**src/design/rfs_defines.svh**
```systemverilog
// Offsets, field positions, reset values and timing counts of the supervisor
// Included by the top module
`ifndef RFS_DEFINES_SVH
`define RFS_DEFINES_SVH
`define RFS_OFF_STATUS    5'h00
`define RFS_OFF_RESP      5'h04
`define RFS_OFF_OT_LIMIT  5'h08
`define RFS_OFF_SETPOINT  5'h0C
`define RFS_OFF_LOOP      5'h10
`define RFS_OFF_STATE     5'h14
`define RFS_ST_OT         0
`define RFS_ST_OV         1
`define RFS_ST_UV         2
`define RFS_ST_STRAP      3
`define RFS_ST_SENSE      4
`define RFS_ST_HV_UVLO    5
`define RFS_ST_CTRL_UVLO  6
`define RFS_ST_W          7
`define RFS_OT_LIMIT_RST  8'h96
`define RFS_RESP_RST      6'h2A
`define RFS_ADDR_BASE     7'h10
`define RFS_VSET_BASE     13'h01F4
`define RFS_VSET_STEP     13'h0032
`define RFS_VSET_LAST_BIN 6'h1A
`define RFS_VSET_2V5_BIN  6'h1B
`define RFS_VSET_3V3_BIN  6'h1C
`define RFS_VSET_5V0_BIN  6'h1D
`define RFS_VSET_2V5      13'h09C4
`define RFS_VSET_3V3      13'h0CE4
`define RFS_VSET_5V0      13'h1388
`define RFS_RETRY_MS      50
`define RFS_CLK_KHZ       20000
`define RFS_AXI_OKAY      2'h0
`define RFS_AXI_SLVERR    2'h2
`endif

```
**src/design/rfs_pkg.sv**
```systemverilog
// Types shared by the regulator fault supervisor
// Assumes rfs_defines.svh holds the numeric constants
package rfs_pkg;
   typedef enum logic [2:0] {
      S_INIT   = 3'b000,
      S_STRAP  = 3'b001,
      S_WAIT   = 3'b010,
      S_RUN    = 3'b011,
      S_RETRY  = 3'b100,
      S_HALT   = 3'b101,
      S_LOCK   = 3'b110,
      S_UVLO   = 3'b111
   } rfs_state_e;

   typedef enum logic [1:0] {
      RESP_IGNORE   = 2'b00,
      RESP_SHUTDOWN = 2'b01,
      RESP_RETRY    = 2'b10,
      RESP_RSVD     = 2'b11
   } rfs_resp_e;
endpackage : rfs_pkg

```
**src/design/rfs_top.sv**
```systemverilog
// Fault supervisor and strap decoder of a two-phase regulator, AXI4-Lite regs
// Assumes comparator levels, temperature codes and strap bins from analog
//
// The AXI4-Lite slave port and the address map were left to the implementer.
`timescale 1ns/1ps
`include "rfs_defines.svh"

module rfs_top #(
   parameter int unsigned RETRY_CYCLES = `RFS_RETRY_MS * `RFS_CLK_KHZ,
   parameter int unsigned TEMP_W       = 8
) (
   input  wire logic              sys_clk_i,
   input  wire logic              rst_i,
   input  wire logic              analog_core_supply_ok_i,
   input  wire logic              controller_supply_ok_i,
   input  wire logic              high_voltage_supply_ok_i,
   input  wire logic [TEMP_W-1:0] int_temp_i,
   input  wire logic [TEMP_W-1:0] ext_stage_fault_temp_pin_i,
   input  wire logic              ext_stage_present_i,
   input  wire logic              sense_positive_open_i,
   input  wire logic              vout_over_i,
   input  wire logic              vout_under_i,
   input  wire logic              peak_overcurrent_i,
   input  wire logic              output_enable_i,
   input  wire logic [5:0]        addr_strap_bin_i,
   input  wire logic [5:0]        voltage_strap_bin_i,
   input  wire logic [5:0]        compensation_strap_bin_i,
   output logic                   switching_en_o,
   output logic                   duty_truncate_o,
   output logic                   power_good_output_o,
   output logic                   alert_o,
   output logic [6:0]             bus_addr_o,
   output logic [12:0]            setpoint_mv_o,
   output logic [2:0]             loop_gain_o,
   output logic [1:0]             loop_zero_o,
   input  wire logic [4:0]        s_axi_awaddr_i,
   input  wire logic              s_axi_awvalid_i,
   output logic                   s_axi_awready_o,
   input  wire logic [31:0]       s_axi_wdata_i,
   input  wire logic [3:0]        s_axi_wstrb_i,
   input  wire logic              s_axi_wvalid_i,
   output logic                   s_axi_wready_o,
   output logic [1:0]             s_axi_bresp_o,
   output logic                   s_axi_bvalid_o,
   input  wire logic              s_axi_bready_i,
   input  wire logic [4:0]        s_axi_araddr_i,
   input  wire logic              s_axi_arvalid_i,
   output logic                   s_axi_arready_o,
   output logic [31:0]            s_axi_rdata_o,
   output logic [1:0]             s_axi_rresp_o,
   output logic                   s_axi_rvalid_o,
   input  wire logic              s_axi_rready_i
);
   localparam int unsigned SYN_W = 9 + 2 * TEMP_W + 18;
   localparam int unsigned CNT_W = $clog2(RETRY_CYCLES + 1);
   localparam logic [CNT_W-1:0] CNT_LAST = CNT_W'(RETRY_CYCLES - 1);

   // Two-flop synchroniser on every pin but clock, reset and AXI4-Lite port; temps and straps are quasi-static
   logic [SYN_W-1:0] raw;
   logic [SYN_W-1:0] meta_q;
   logic [SYN_W-1:0] sync_q;
   assign raw = {analog_core_supply_ok_i, controller_supply_ok_i,
                 high_voltage_supply_ok_i, ext_stage_present_i,
                 sense_positive_open_i, vout_over_i, vout_under_i,
                 peak_overcurrent_i, output_enable_i, int_temp_i,
                 ext_stage_fault_temp_pin_i, addr_strap_bin_i,
                 voltage_strap_bin_i, compensation_strap_bin_i};
   genvar gi;
   generate
      for (gi = 0; gi < SYN_W; gi++) begin : g_sync
         always_ff @(posedge sys_clk_i or posedge rst_i) begin
            if (rst_i) begin
               meta_q[gi] <= 1'b0;
               sync_q[gi] <= 1'b0;
            end else begin
               meta_q[gi] <= raw[gi];
               sync_q[gi] <= meta_q[gi];
            end
         end
      end
   endgenerate

   wire              ac_ok   = sync_q[SYN_W-1];
   wire              ctl_ok  = sync_q[SYN_W-2];
   wire              hv_ok   = sync_q[SYN_W-3];
   wire              ext_on  = sync_q[SYN_W-4];
   wire              sns_opn = sync_q[SYN_W-5];
   wire              ov_s    = sync_q[SYN_W-6];
   wire              uv_s    = sync_q[SYN_W-7];
   wire              poc_s   = sync_q[SYN_W-8];
   wire              en_s    = sync_q[SYN_W-9];
   wire [TEMP_W-1:0] tint    = sync_q[18+2*TEMP_W-1:18+TEMP_W];
   wire [TEMP_W-1:0] text    = sync_q[18+TEMP_W-1:18];
   wire [5:0]        a_bin   = sync_q[17:12];
   wire [5:0]        v_bin   = sync_q[11:6];
   wire [5:0]        c_bin   = sync_q[5:0];

   rfs_pkg::rfs_state_e state_q;
   rfs_pkg::rfs_state_e state_d;
   logic [CNT_W-1:0]    cnt_q;
   logic                en_q;
   logic [6:0]          status_q;
   logic [5:0]          resp_q;
   logic [7:0]          ot_lim_q;

   // Strap decode
   wire        addr_bad = a_bin[5];
   wire [6:0]  addr_dec = `RFS_ADDR_BASE + {2'b00, a_bin[4:0]};
   wire        v_step   = v_bin <= `RFS_VSET_LAST_BIN;
   wire        v_bad    = v_bin > `RFS_VSET_5V0_BIN;
   wire [12:0] v_lin    = `RFS_VSET_BASE + 13'(v_bin * `RFS_VSET_STEP);
   wire [12:0] v_rail   = (v_bin == `RFS_VSET_2V5_BIN) ? `RFS_VSET_2V5 :
                          (v_bin == `RFS_VSET_3V3_BIN) ? `RFS_VSET_3V3 :
                          `RFS_VSET_5V0;
   wire [12:0] v_dec    = v_step ? v_lin : v_rail;
   wire        c_bad    = c_bin[5];
   wire        strap_bad = addr_bad | v_bad | c_bad;

   // Fault conditions
   wire uvlo    = ~(ac_ok & ctl_ok & hv_ok);
   wire ot_hot  = (tint > TEMP_W'(ot_lim_q)) |
                  (ext_on & (text > TEMP_W'(ot_lim_q)));
   wire [1:0] r_ot = resp_q[1:0];
   wire [1:0] r_ov = resp_q[3:2];
   wire [1:0] r_uv = resp_q[5:4];
   wire ot_trip = ot_hot & (r_ot != rfs_pkg::RESP_IGNORE);
   wire ov_trip = ov_s & (r_ov != rfs_pkg::RESP_IGNORE);
   wire uv_trip = uv_s & (r_uv != rfs_pkg::RESP_IGNORE);
   wire any_trip = ot_trip | ov_trip | uv_trip;
   // A fault set to shutdown or to the reserved code wins over a retrying one
   wire stop_only = (ot_trip & (r_ot != rfs_pkg::RESP_RETRY)) |
                    (ov_trip & (r_ov != rfs_pkg::RESP_RETRY)) |
                    (uv_trip & (r_uv != rfs_pkg::RESP_RETRY));
   wire cnt_done = cnt_q == CNT_LAST;
   // Undervoltage is not rechecked: the output is off, so it always shows
   wire retry_ok = ~ot_hot & ~ov_s;
   wire en_rise  = en_s & ~en_q;

   always_comb begin
      state_d = state_q;
      unique case (state_q)
         rfs_pkg::S_INIT:  state_d = rfs_pkg::S_STRAP;
         rfs_pkg::S_STRAP: state_d = (strap_bad | sns_opn) ?
                                     rfs_pkg::S_LOCK :
                                     rfs_pkg::S_WAIT;
         rfs_pkg::S_WAIT:  if (en_s) state_d = rfs_pkg::S_RUN;
         rfs_pkg::S_RUN: begin
            if (!en_s) begin
               state_d = rfs_pkg::S_WAIT;
            end else if (any_trip) begin
               state_d = stop_only ? rfs_pkg::S_HALT : rfs_pkg::S_RETRY;
            end
         end
         rfs_pkg::S_RETRY: begin
            if (!en_s) begin
               state_d = rfs_pkg::S_WAIT;
            end else if (cnt_done && retry_ok) begin
               state_d = rfs_pkg::S_RUN;
            end
         end
         rfs_pkg::S_HALT:  if (!en_s) state_d = rfs_pkg::S_WAIT;
         rfs_pkg::S_LOCK:  state_d = rfs_pkg::S_LOCK;
         rfs_pkg::S_UVLO:  if (!uvlo) state_d = rfs_pkg::S_INIT;
      endcase
      if (uvlo) state_d = rfs_pkg::S_UVLO;
   end
   // Counter restarts on entry and on every failed recheck
   wire retry_entry = (state_d == rfs_pkg::S_RETRY) &&
                      ((state_q != rfs_pkg::S_RETRY) || cnt_done);
   wire [CNT_W-1:0] cnt_d = retry_entry ? '0 :
                            (cnt_done ? cnt_q : cnt_q + 1'b1);

   always_ff @(posedge sys_clk_i or posedge rst_i) begin
      if (rst_i) begin
         state_q <= rfs_pkg::S_INIT;
         cnt_q   <= '0;
         en_q    <= 1'b0;
      end else begin
         state_q <= state_d;
         cnt_q   <= cnt_d;
         en_q    <= en_s;
      end
   end

   // AXI4-Lite write path
   logic        aw_held_q;
   logic [4:0]  awaddr_q;
   logic        w_held_q;
   logic [31:0] wdata_q;
   logic [3:0]  wstrb_q;
   logic        awready_q;
   logic        wready_q;
   logic        bvalid_q;
   logic [1:0]  bresp_q;
   wire aw_take   = s_axi_awvalid_i & awready_q;
   wire w_take    = s_axi_wvalid_i & wready_q;
   wire do_wr     = aw_held_q & w_held_q & ~bvalid_q;
   wire aw_held_d = ~do_wr & (aw_held_q | aw_take);
   wire w_held_d  = ~do_wr & (w_held_q | w_take);
   wire bvalid_d  = do_wr | (bvalid_q & ~s_axi_bready_i);
   wire [31:0] wmask = {{8{wstrb_q[3]}}, {8{wstrb_q[2]}},
                        {8{wstrb_q[1]}}, {8{wstrb_q[0]}}};
   wire wr_status = do_wr & (awaddr_q == `RFS_OFF_STATUS);
   wire wr_resp   = do_wr & (awaddr_q == `RFS_OFF_RESP);
   wire wr_otl    = do_wr & (awaddr_q == `RFS_OFF_OT_LIMIT);
   wire wr_set    = do_wr & (awaddr_q == `RFS_OFF_SETPOINT);
   wire wr_loop   = do_wr & (awaddr_q == `RFS_OFF_LOOP);
   wire wr_map    = wr_status | wr_resp | wr_otl | wr_set | wr_loop |
                    (awaddr_q == `RFS_OFF_STATE);
   wire [31:0] wd = wdata_q & wmask;

   always_ff @(posedge sys_clk_i or posedge rst_i) begin
      if (rst_i) begin
         aw_held_q <= 1'b0;
         w_held_q  <= 1'b0;
         awaddr_q  <= '0;
         wdata_q   <= '0;
         wstrb_q   <= '0;
         awready_q <= 1'b0;
         wready_q  <= 1'b0;
         bvalid_q  <= 1'b0;
         bresp_q   <= `RFS_AXI_OKAY;
      end else begin
         aw_held_q <= aw_held_d;
         w_held_q  <= w_held_d;
         awaddr_q  <= aw_take ? {s_axi_awaddr_i[4:2], 2'b00} : awaddr_q;
         wdata_q   <= w_take ? s_axi_wdata_i : wdata_q;
         wstrb_q   <= w_take ? s_axi_wstrb_i : wstrb_q;
         awready_q <= ~aw_held_d & ~bvalid_d;
         wready_q  <= ~w_held_d & ~bvalid_d;
         bvalid_q  <= bvalid_d;
         if (do_wr) bresp_q <= wr_map ? `RFS_AXI_OKAY : `RFS_AXI_SLVERR;
      end
   end
   // Sticky flags: hardware set beats a clear in the same cycle
   wire running = state_q == rfs_pkg::S_RUN;
   wire in_strap = state_q == rfs_pkg::S_STRAP;
   logic [6:0] st_set;
   assign st_set[`RFS_ST_OT]        = ot_hot;
   assign st_set[`RFS_ST_OV]        = running & ov_s;
   assign st_set[`RFS_ST_UV]        = running & uv_s;
   assign st_set[`RFS_ST_STRAP]     = in_strap & strap_bad;
   assign st_set[`RFS_ST_SENSE]     = in_strap & sns_opn;
   assign st_set[`RFS_ST_HV_UVLO]   = ~hv_ok;
   assign st_set[`RFS_ST_CTRL_UVLO] = ~ctl_ok;
   wire [6:0] st_clr = (wr_status ? wd[6:0] : 7'h00) |
                       {7{en_rise}};
   wire [6:0] status_d = (status_q & ~st_clr) | st_set;

   // Host overrides; strap load in S_STRAP has priority
   logic [12:0] setp_q;
   logic [2:0]  gain_q;
   logic [1:0]  zero_q;
   logic [6:0]  addr_q;
   always_ff @(posedge sys_clk_i or posedge rst_i) begin
      if (rst_i) begin
         status_q <= '0;
         resp_q   <= `RFS_RESP_RST;
         ot_lim_q <= `RFS_OT_LIMIT_RST;
         setp_q   <= '0;
         gain_q   <= '0;
         zero_q   <= '0;
         addr_q   <= '0;
      end else begin
         status_q <= status_d;
         if (wr_resp) resp_q <= (resp_q & ~wmask[5:0]) | wd[5:0];
         if (wr_otl) ot_lim_q <= (ot_lim_q & ~wmask[7:0]) | wd[7:0];
         if (in_strap) begin
            setp_q <= v_dec;
            gain_q <= c_bin[2:0];
            zero_q <= c_bin[4:3];
            addr_q <= addr_dec;
         end else begin
            if (wr_set) setp_q <= (setp_q & ~wmask[12:0]) | wd[12:0];
            if (wr_loop) begin
               gain_q <= (gain_q & ~wmask[2:0]) | wd[2:0];
               zero_q <= (zero_q & ~wmask[5:4]) | wd[5:4];
            end
         end
      end
   end

   // AXI4-Lite read path
   logic        arready_q;
   logic        rvalid_q;
   logic [31:0] rdata_q;
   logic [1:0]  rresp_q;
   wire ar_take  = s_axi_arvalid_i & arready_q;
   wire rvalid_d = ar_take | (rvalid_q & ~s_axi_rready_i);
   wire [4:0] ra = {s_axi_araddr_i[4:2], 2'b00};
   wire rd_map = (ra == `RFS_OFF_STATUS) | (ra == `RFS_OFF_RESP) |
                 (ra == `RFS_OFF_OT_LIMIT) | (ra == `RFS_OFF_SETPOINT) |
                 (ra == `RFS_OFF_LOOP) | (ra == `RFS_OFF_STATE);
   wire [31:0] rd_mux =
      (ra == `RFS_OFF_STATUS)   ? {25'h0, status_q} :
      (ra == `RFS_OFF_RESP)     ? {26'h0, resp_q} :
      (ra == `RFS_OFF_OT_LIMIT) ? {24'h0, ot_lim_q} :
      (ra == `RFS_OFF_SETPOINT) ? {19'h0, setp_q} :
      (ra == `RFS_OFF_LOOP)     ? {26'h0, zero_q, 1'b0, gain_q} :
      (ra == `RFS_OFF_STATE)    ? {17'h0, addr_q, 5'h0, state_q} :
      32'h0000_0000;

   always_ff @(posedge sys_clk_i or posedge rst_i) begin
      if (rst_i) begin
         arready_q <= 1'b0;
         rvalid_q  <= 1'b0;
         rdata_q   <= '0;
         rresp_q   <= `RFS_AXI_OKAY;
      end else begin
         arready_q <= ~rvalid_d;
         rvalid_q  <= rvalid_d;
         if (ar_take) begin
            rdata_q <= rd_mux;
            rresp_q <= rd_map ? `RFS_AXI_OKAY : `RFS_AXI_SLVERR;
         end
      end
   end

   // Outputs registered; switching and power good from next state, alert from next status, truncate from synced pin
   logic sw_q;
   logic pg_q;
   logic alert_q;
   logic trunc_q;
   always_ff @(posedge sys_clk_i or posedge rst_i) begin
      if (rst_i) begin
         sw_q    <= 1'b0;
         pg_q    <= 1'b0;
         alert_q <= 1'b0;
         trunc_q <= 1'b0;
      end else begin
         sw_q    <= state_d == rfs_pkg::S_RUN;
         pg_q    <= (state_d == rfs_pkg::S_RUN) & ~ov_s & ~uv_s;
         alert_q <= |status_d;
         trunc_q <= poc_s;
      end
   end
   assign {switching_en_o, duty_truncate_o, power_good_output_o, alert_o} =
          {sw_q, trunc_q, pg_q, alert_q};
   assign {bus_addr_o, setpoint_mv_o, loop_gain_o, loop_zero_o} =
          {addr_q, setp_q, gain_q, zero_q};
   assign {s_axi_awready_o, s_axi_wready_o, s_axi_bvalid_o, s_axi_bresp_o} =
          {awready_q, wready_q, bvalid_q, bresp_q};
   assign {s_axi_arready_o, s_axi_rvalid_o, s_axi_rdata_o, s_axi_rresp_o} =
          {arready_q, rvalid_q, rdata_q, rresp_q};
endmodule : rfs_top

```
**config.mk**
```make
export PLATFORM = sky130hd
export DESIGN_NAME = rfs_top
export DESIGN_NICKNAME = d
export VERILOG_FILES = /design/src/design/rfs_pkg.sv /design/src/design/rfs_top.sv
export VERILOG_INCLUDE_DIRS = /design/src /design/src/design
export SDC_FILE = /design/constraint.sdc
export NUM_CORES = 1
export LEC_CHECK = 0
export ABC_CLOCK_PERIOD_IN_PS = 8100
export BUFFER_PORTS_ARGS = -buffer_cell sky130_fd_sc_hd__buf_2
export CORE_ASPECT_RATIO = 0.75
export CORE_UTILIZATION = 56
export CTS_CLUSTER_SIZE = 25
export DETAILED_ROUTE_END_ITERATION = 16
export HOLD_SLACK_MARGIN = 0.12
export PLACE_DENSITY = 0.9
export SLEW_MARGIN = 20
export SYNTH_ARGS = -nofsm -noshare
export SYNTH_HDL_FRONTEND = slang
export SYNTH_SLANG_ARGS = --single-unit
```
**constraint.sdc**
```tcl
create_clock -name sys_clk_i -period 8.1 [get_ports sys_clk_i]
set_clock_uncertainty 0.05 [all_clocks]
set_input_delay 0.81 -clock sys_clk_i [delete_from_list [all_inputs] [get_ports sys_clk_i]]
set_output_delay 0.81 -clock sys_clk_i [all_outputs]
set_load 0.05 [all_outputs]
```
# Yosys cells after proc, flatten, opt, wreduce, memory -nomap -nowiden
# Index checks and enable logic that the tools add are counted.
totals:
  elab_cells: 279
  reg_bits: 221
op_classes:
  n_addsub: 3
  n_reduce_logical: 12
  mul: 1
  n_mux: 30
  n_eq_ne: 27
  n_bitwise: 89
  order_cmp: 4
op_table:
  columns: ["op", "count"]
  rows:
  - ["15-bit two-way mux", 6]
  - ["13-bit two-way mux", 5]
  - ["20-bit two-way mux", 2]
  - ["1-bit bitwise AND", 33]
  - ["3-bit two-way mux", 10]
  - ["3-bit == test, second input constant", 9]
  - ["13-bit bitwise AND", 2]
  - ["3-bit case mux with 8 select lines", 1]
  - ["1-bit OR", 22]
  - ["3-bit by 2-bit == test with 1-bit output, second input constant", 7]
  - ["20-bit by 1-bit adder with 20-bit output, second input constant", 1]
  - ["20-bit == test, second input constant", 1]
  - ["8-bit > comparator", 2]
  - ["1-bit inverter", 14]
  - ["7-bit OR", 2]
  - ["9-bit by 12-bit adder with 13-bit output, first input constant", 1]
  - ["13-bit inverter", 1]
  - ["13-bit OR", 1]
  - ["6-bit by 5-bit == test with 1-bit output, second input constant", 2]
  - ["6-bit by 5-bit multiplier with 11-bit output, second input constant", 1]
  - ["5-bit zero test", 2]
  - ["2-bit nonzero test", 5]
  - ["3-bit by 1-bit == test with 1-bit output, second input constant", 3]
  - ["8-bit bitwise AND", 1]
  - ["other kinds (26)", 32]

# Depth between registers and ports, before layout
logic_depth:
  ltp_word: 15
  mapped_depth: 13
  mapped_depth_nobuf: 13

# Worst setup path before layout
# OpenSTA, ideal clock, no wires.
synth_timing:
  path_type: "register to register"
  from: "register sync_q[8]"
  to: "register (tool-made name)"
  period_less_slack_ns: 3.183
  path_buffers: 0
  required_ns: 7.955
  arrival_time_ns: 3.038
  setup_slack_ns: 4.917
  setup_time_ns: 0.095
  path_stages_with_launch: 14
  path_cell_list: "dfrtp_1 inv_1 ha_1 inv_1 ha_1 ha_1 ha_1 nor2b_1 o21ai_0 a21boi_0 or4b_2 nand3_1 xor2_1 o31ai_1"
synth_rtl:
  columns: ["element", "line_no", "source"]
  rows:
  - ["from (decl)", "rfs_top.sv:61", "logic [SYN_W-1:0] sync_q;"]
  - ["from (signal, indexed assignment)", "rfs_top.sv:77", "sync_q[gi] <= meta_q[gi];"]

==> results.md <==
- Wire length on met2: 8.473 mm
- Detail Route Antenna Nets: 0
- Share of cells above drive strength 1: 0.2375
- Period minus WS final: 3.585 ns
- Seq/Total Area, Yosys: 0.5593
- Data required, critical path: 8.40 ns
- Slew margin rel.: 0.3452
- Gr ovfl total: 0
- Top Ports: 166
- Actual slew at the worst max-slew pin: 0.9720 ns
- H-tree levels: 4
- Die Span X: 148.1 um
- CTS root buf: clkbuf_16
- Post-DP HPWL: 14.33 mm
- Met1 wire length: 9.148 mm
- DR pass1 iterations: 5
- Leakage: 4.824 nW
- Worst hold path type: flop to flop
- First-pass GRT wire length: 32.57 mm
- PD cells: 305.5 nW/um2
- Die Y-Extent: 111.6 um
- Clk buf depth: 2
- Final Max Tran Viols: 0
- RSZ-0062 raised after global routing: false
- F_max: 279.0 MHz
- Fillers: 1,153
- Hold_buf cts: 0
- Crit path arrival time: 3.89 ns
- RePlAce Congestion: 0.9390
- Drt initial violations: 632
- Port bufs: 119
- Core Rows: 39
- Outcome: completed
- Peak supply drop: 0.0003026 V
- GR Util All Layers: 0.2586
- Met3 routed WL: 1.976 mm
- Final setup viols: 0
- Final #Nets: 1,048
- Initial Utilization: 0.5813
- Number of synthesized register bits: 200
- Die area: 16,520 um2
- Yosys cell types: 73
- Post-synthesis cell count: 794
- Crit start category: flop
- Depth of the most critical reg-to-reg path: 13
- FF-to-FF Start: sync_q[8]$_DFF_PP0_
- Num Clock Sinks: 200
- Total CTS buffers: 17
- Final hold violations: 0
- Crit. End Element: flop
- Post-Route WL: 20.03 mm
- # diodes: 0
- Top Layer Used: met4
- CTS tree: done
- Yosys warns: 0
- CP Class: flop to flop
- Setup TNS: 0 ns
- Cell Area, Synth: 8964 um2
- Avg WL per Cell: 17.83 um
- Residual DRC: 0
- Clock transition at the registers of the reported paths: 0.07 ns
- DP Area: 9634 um2
- Vias in the first global route: 6,182
- Final Cell Area: 10,190 um2
- Post-CTS Resized: 0
- Main synth FF type: dfrtp_1
- Critical path origin: sync_q[8]$_DFF_PP0_
- Total power: 0.003113 W
- Vias/cell: 5.778
- Final Cycle Share: 0.4425
- Largest net degree at the start of global routing: 121
- Crit-path max FO: 4
- Avg Synthesized Cell Area: 11.29 um2
- Vias post-DR: 6,489
- Core Footprint: 15,420 um2
- Ys async rst share: 1.000
- Max-Cap Viols: 0
- Area growth syn-to-layout: 13.65%
- Post CTS Setup Buffer Count: 0
- Initial antenna violation count: 0
- Reg-to-reg slack, setup: 4.52 ns
- Number of synthesized flops with an enable pin: 0
- Clk_lat worst skew: 0.44 ns
layout by cell type (no fill, tap or decap), types with 4 or more instances in the layout:
master     count
mux2i_1        9
o21a_1         4
and3_1         7
a22oi_1        6
conb_1        21
dfstp_2        7
a21oi_1       39
clkinv_4       7
inv_1         33
nor2b_1        8
nand3_1       22
nand3b_1       7
clkbuf_16     17
nor2_1        33
buf_2        119
o21ai_0       46
nand2b_1       5
dfrtp_1      193
xor2_1        13
o211ai_1       4
nor3b_1        5
mux2_2        35
nand4_1        8
o22ai_1        7
nand2_1      100
a31oi_1       24
ha_1          45
nor3_1         7
xnor2_1       16
routing by layer:
| layer | vias to the layer above | track usage |
|---|---|---|
| met1 | 3167 | 0.3947 |
| met5 | - | 0 |
| met3 | 35 | 0.06680 |
| li1 | 2971 | - |
| met4 | 0 | 0.09828 |
| met2 | 316 | 0.3521 |
Yosys cell counts (4+ instances only):
master	number	area (um2)
dfstp_2	7	183.9
nor2b_1	8	50.05
buf_4	21	157.7
nand2_1	100	375.4
a31oi_1	25	156.4
buf_2	4	20.02
nand4_1	8	50.05
ha_1	45	563.0
dfrtp_1	193	4830
o211ai_1	4	30.03
mux2i_1	9	90.09
and3_1	7	43.79
nor3b_1	5	37.54
o22ai_1	7	43.79
nor3_1	7	35.03
o21a_1	4	30.03
nand2b_1	5	31.28
a22oi_1	6	45.04
xor2_1	13	113.9
o21ai_0	46	230.2
nor2_1	33	123.9
a21oi_1	39	195.2
inv_1	34	127.6
nand3_1	22	110.1
mux2_2	35	394.1
nand3b_1	7	52.55
clkbuf_1	18	67.56
xnor2_1	16	140.1
layout make-up:
cell class | instances | area [um2] | share of cell area
clock buffers | 17 | 425.4 | 0.04176
clock inverters | 14 | 121.4 | 0.01191
inverters | 35 | 138.9 | 0.01363
multi-input cells | 531 | 3621 | 0.3554
flip-flops and latches | 200 | 5014 | 0.4921
well taps | 205 | 256.5 | 0.02518
repair buffers | 121 | 610.6 | 0.05994
worst min-delay path by stage:
| stage | startpoint | end | cells past startpoint |
|---|---|---|---|
| CTS | meta_q[17]$_DFF_PP0_ | addr_bad$_DFF_PP0_ | 0 |
| detailed placement | meta_q[14]$_DFF_PP0_ | a_bin[2]$_DFF_PP0_ | 0 |
| global placement | meta_q[15]$_DFF_PP0_ | a_bin[3]$_DFF_PP0_ | 0 |
| finish | meta_q[17]$_DFF_PP0_ | addr_bad$_DFF_PP0_ | 0 |
| floorplan | meta_q[12]$_DFF_PP0_ | a_bin[0]$_DFF_PP0_ | 0 |
| global route | meta_q[34]$_DFF_PP0_ | en_s$_DFF_PP0_ | 0 |
critical path, stage by stage (launching register included):
cell and delay (ns):
dfrtp_1 0.44, inv_1 0.09, ha_1 0.29, inv_1 0.05, ha_1 0.30, ha_1 0.30, ha_1 0.35, nor2b_1 0.15
o21ai_0 0.17, a21boi_0 0.21, or4b_2 0.64, nand3_1 0.16, xor2_1 0.08, o31ai_1 0.21
logic make-up after synthesis:
family	after synthesis	share of synthesized area
muxes	45	0.05653
DFF	200	0.5593
AOI/OAI and AO/OA	166	0.1180
xor gates and xnor gates	29	0.02834
and+or+nand+nor	224	0.1266
buffers and inverters	83	0.04578
adders and majority gates	46	0.06505
other	1	0.0004184
where the power goes:
group | switching [W] | total [W] | internal [W]
combinational | 0.000600 | 0.000907 | 0.000306
sequential | 0.000222 | 0.00142 | 0.00119
clock | 0.000391 | 0.000790 | 0.000399
total | 0.00121 | 0.00311 | 0.00190
per-stage QoR:
| stage | utilization | setup WS [ns] | hold slack (ns) | instances |
|---|---|---|---|---|
| after detailed placement | 0.6248 | 4.604 | 0.2847 | 1092 |
| after CTS | 0.6603 | 4.560 | 0.2963 | 1123 |
| final | 0.6607 | 4.515 | 0.2931 | 1123 |
| after global placement | 0.6248 | 4.668 | 0.2834 | 1092 |
| after floorplan | - | 1.798 | 0.2812 | 814 |
| after global routing | 0.6607 | 4.279 | 0.3022 | 1123 |
Power figures use the tool's default switching activity.
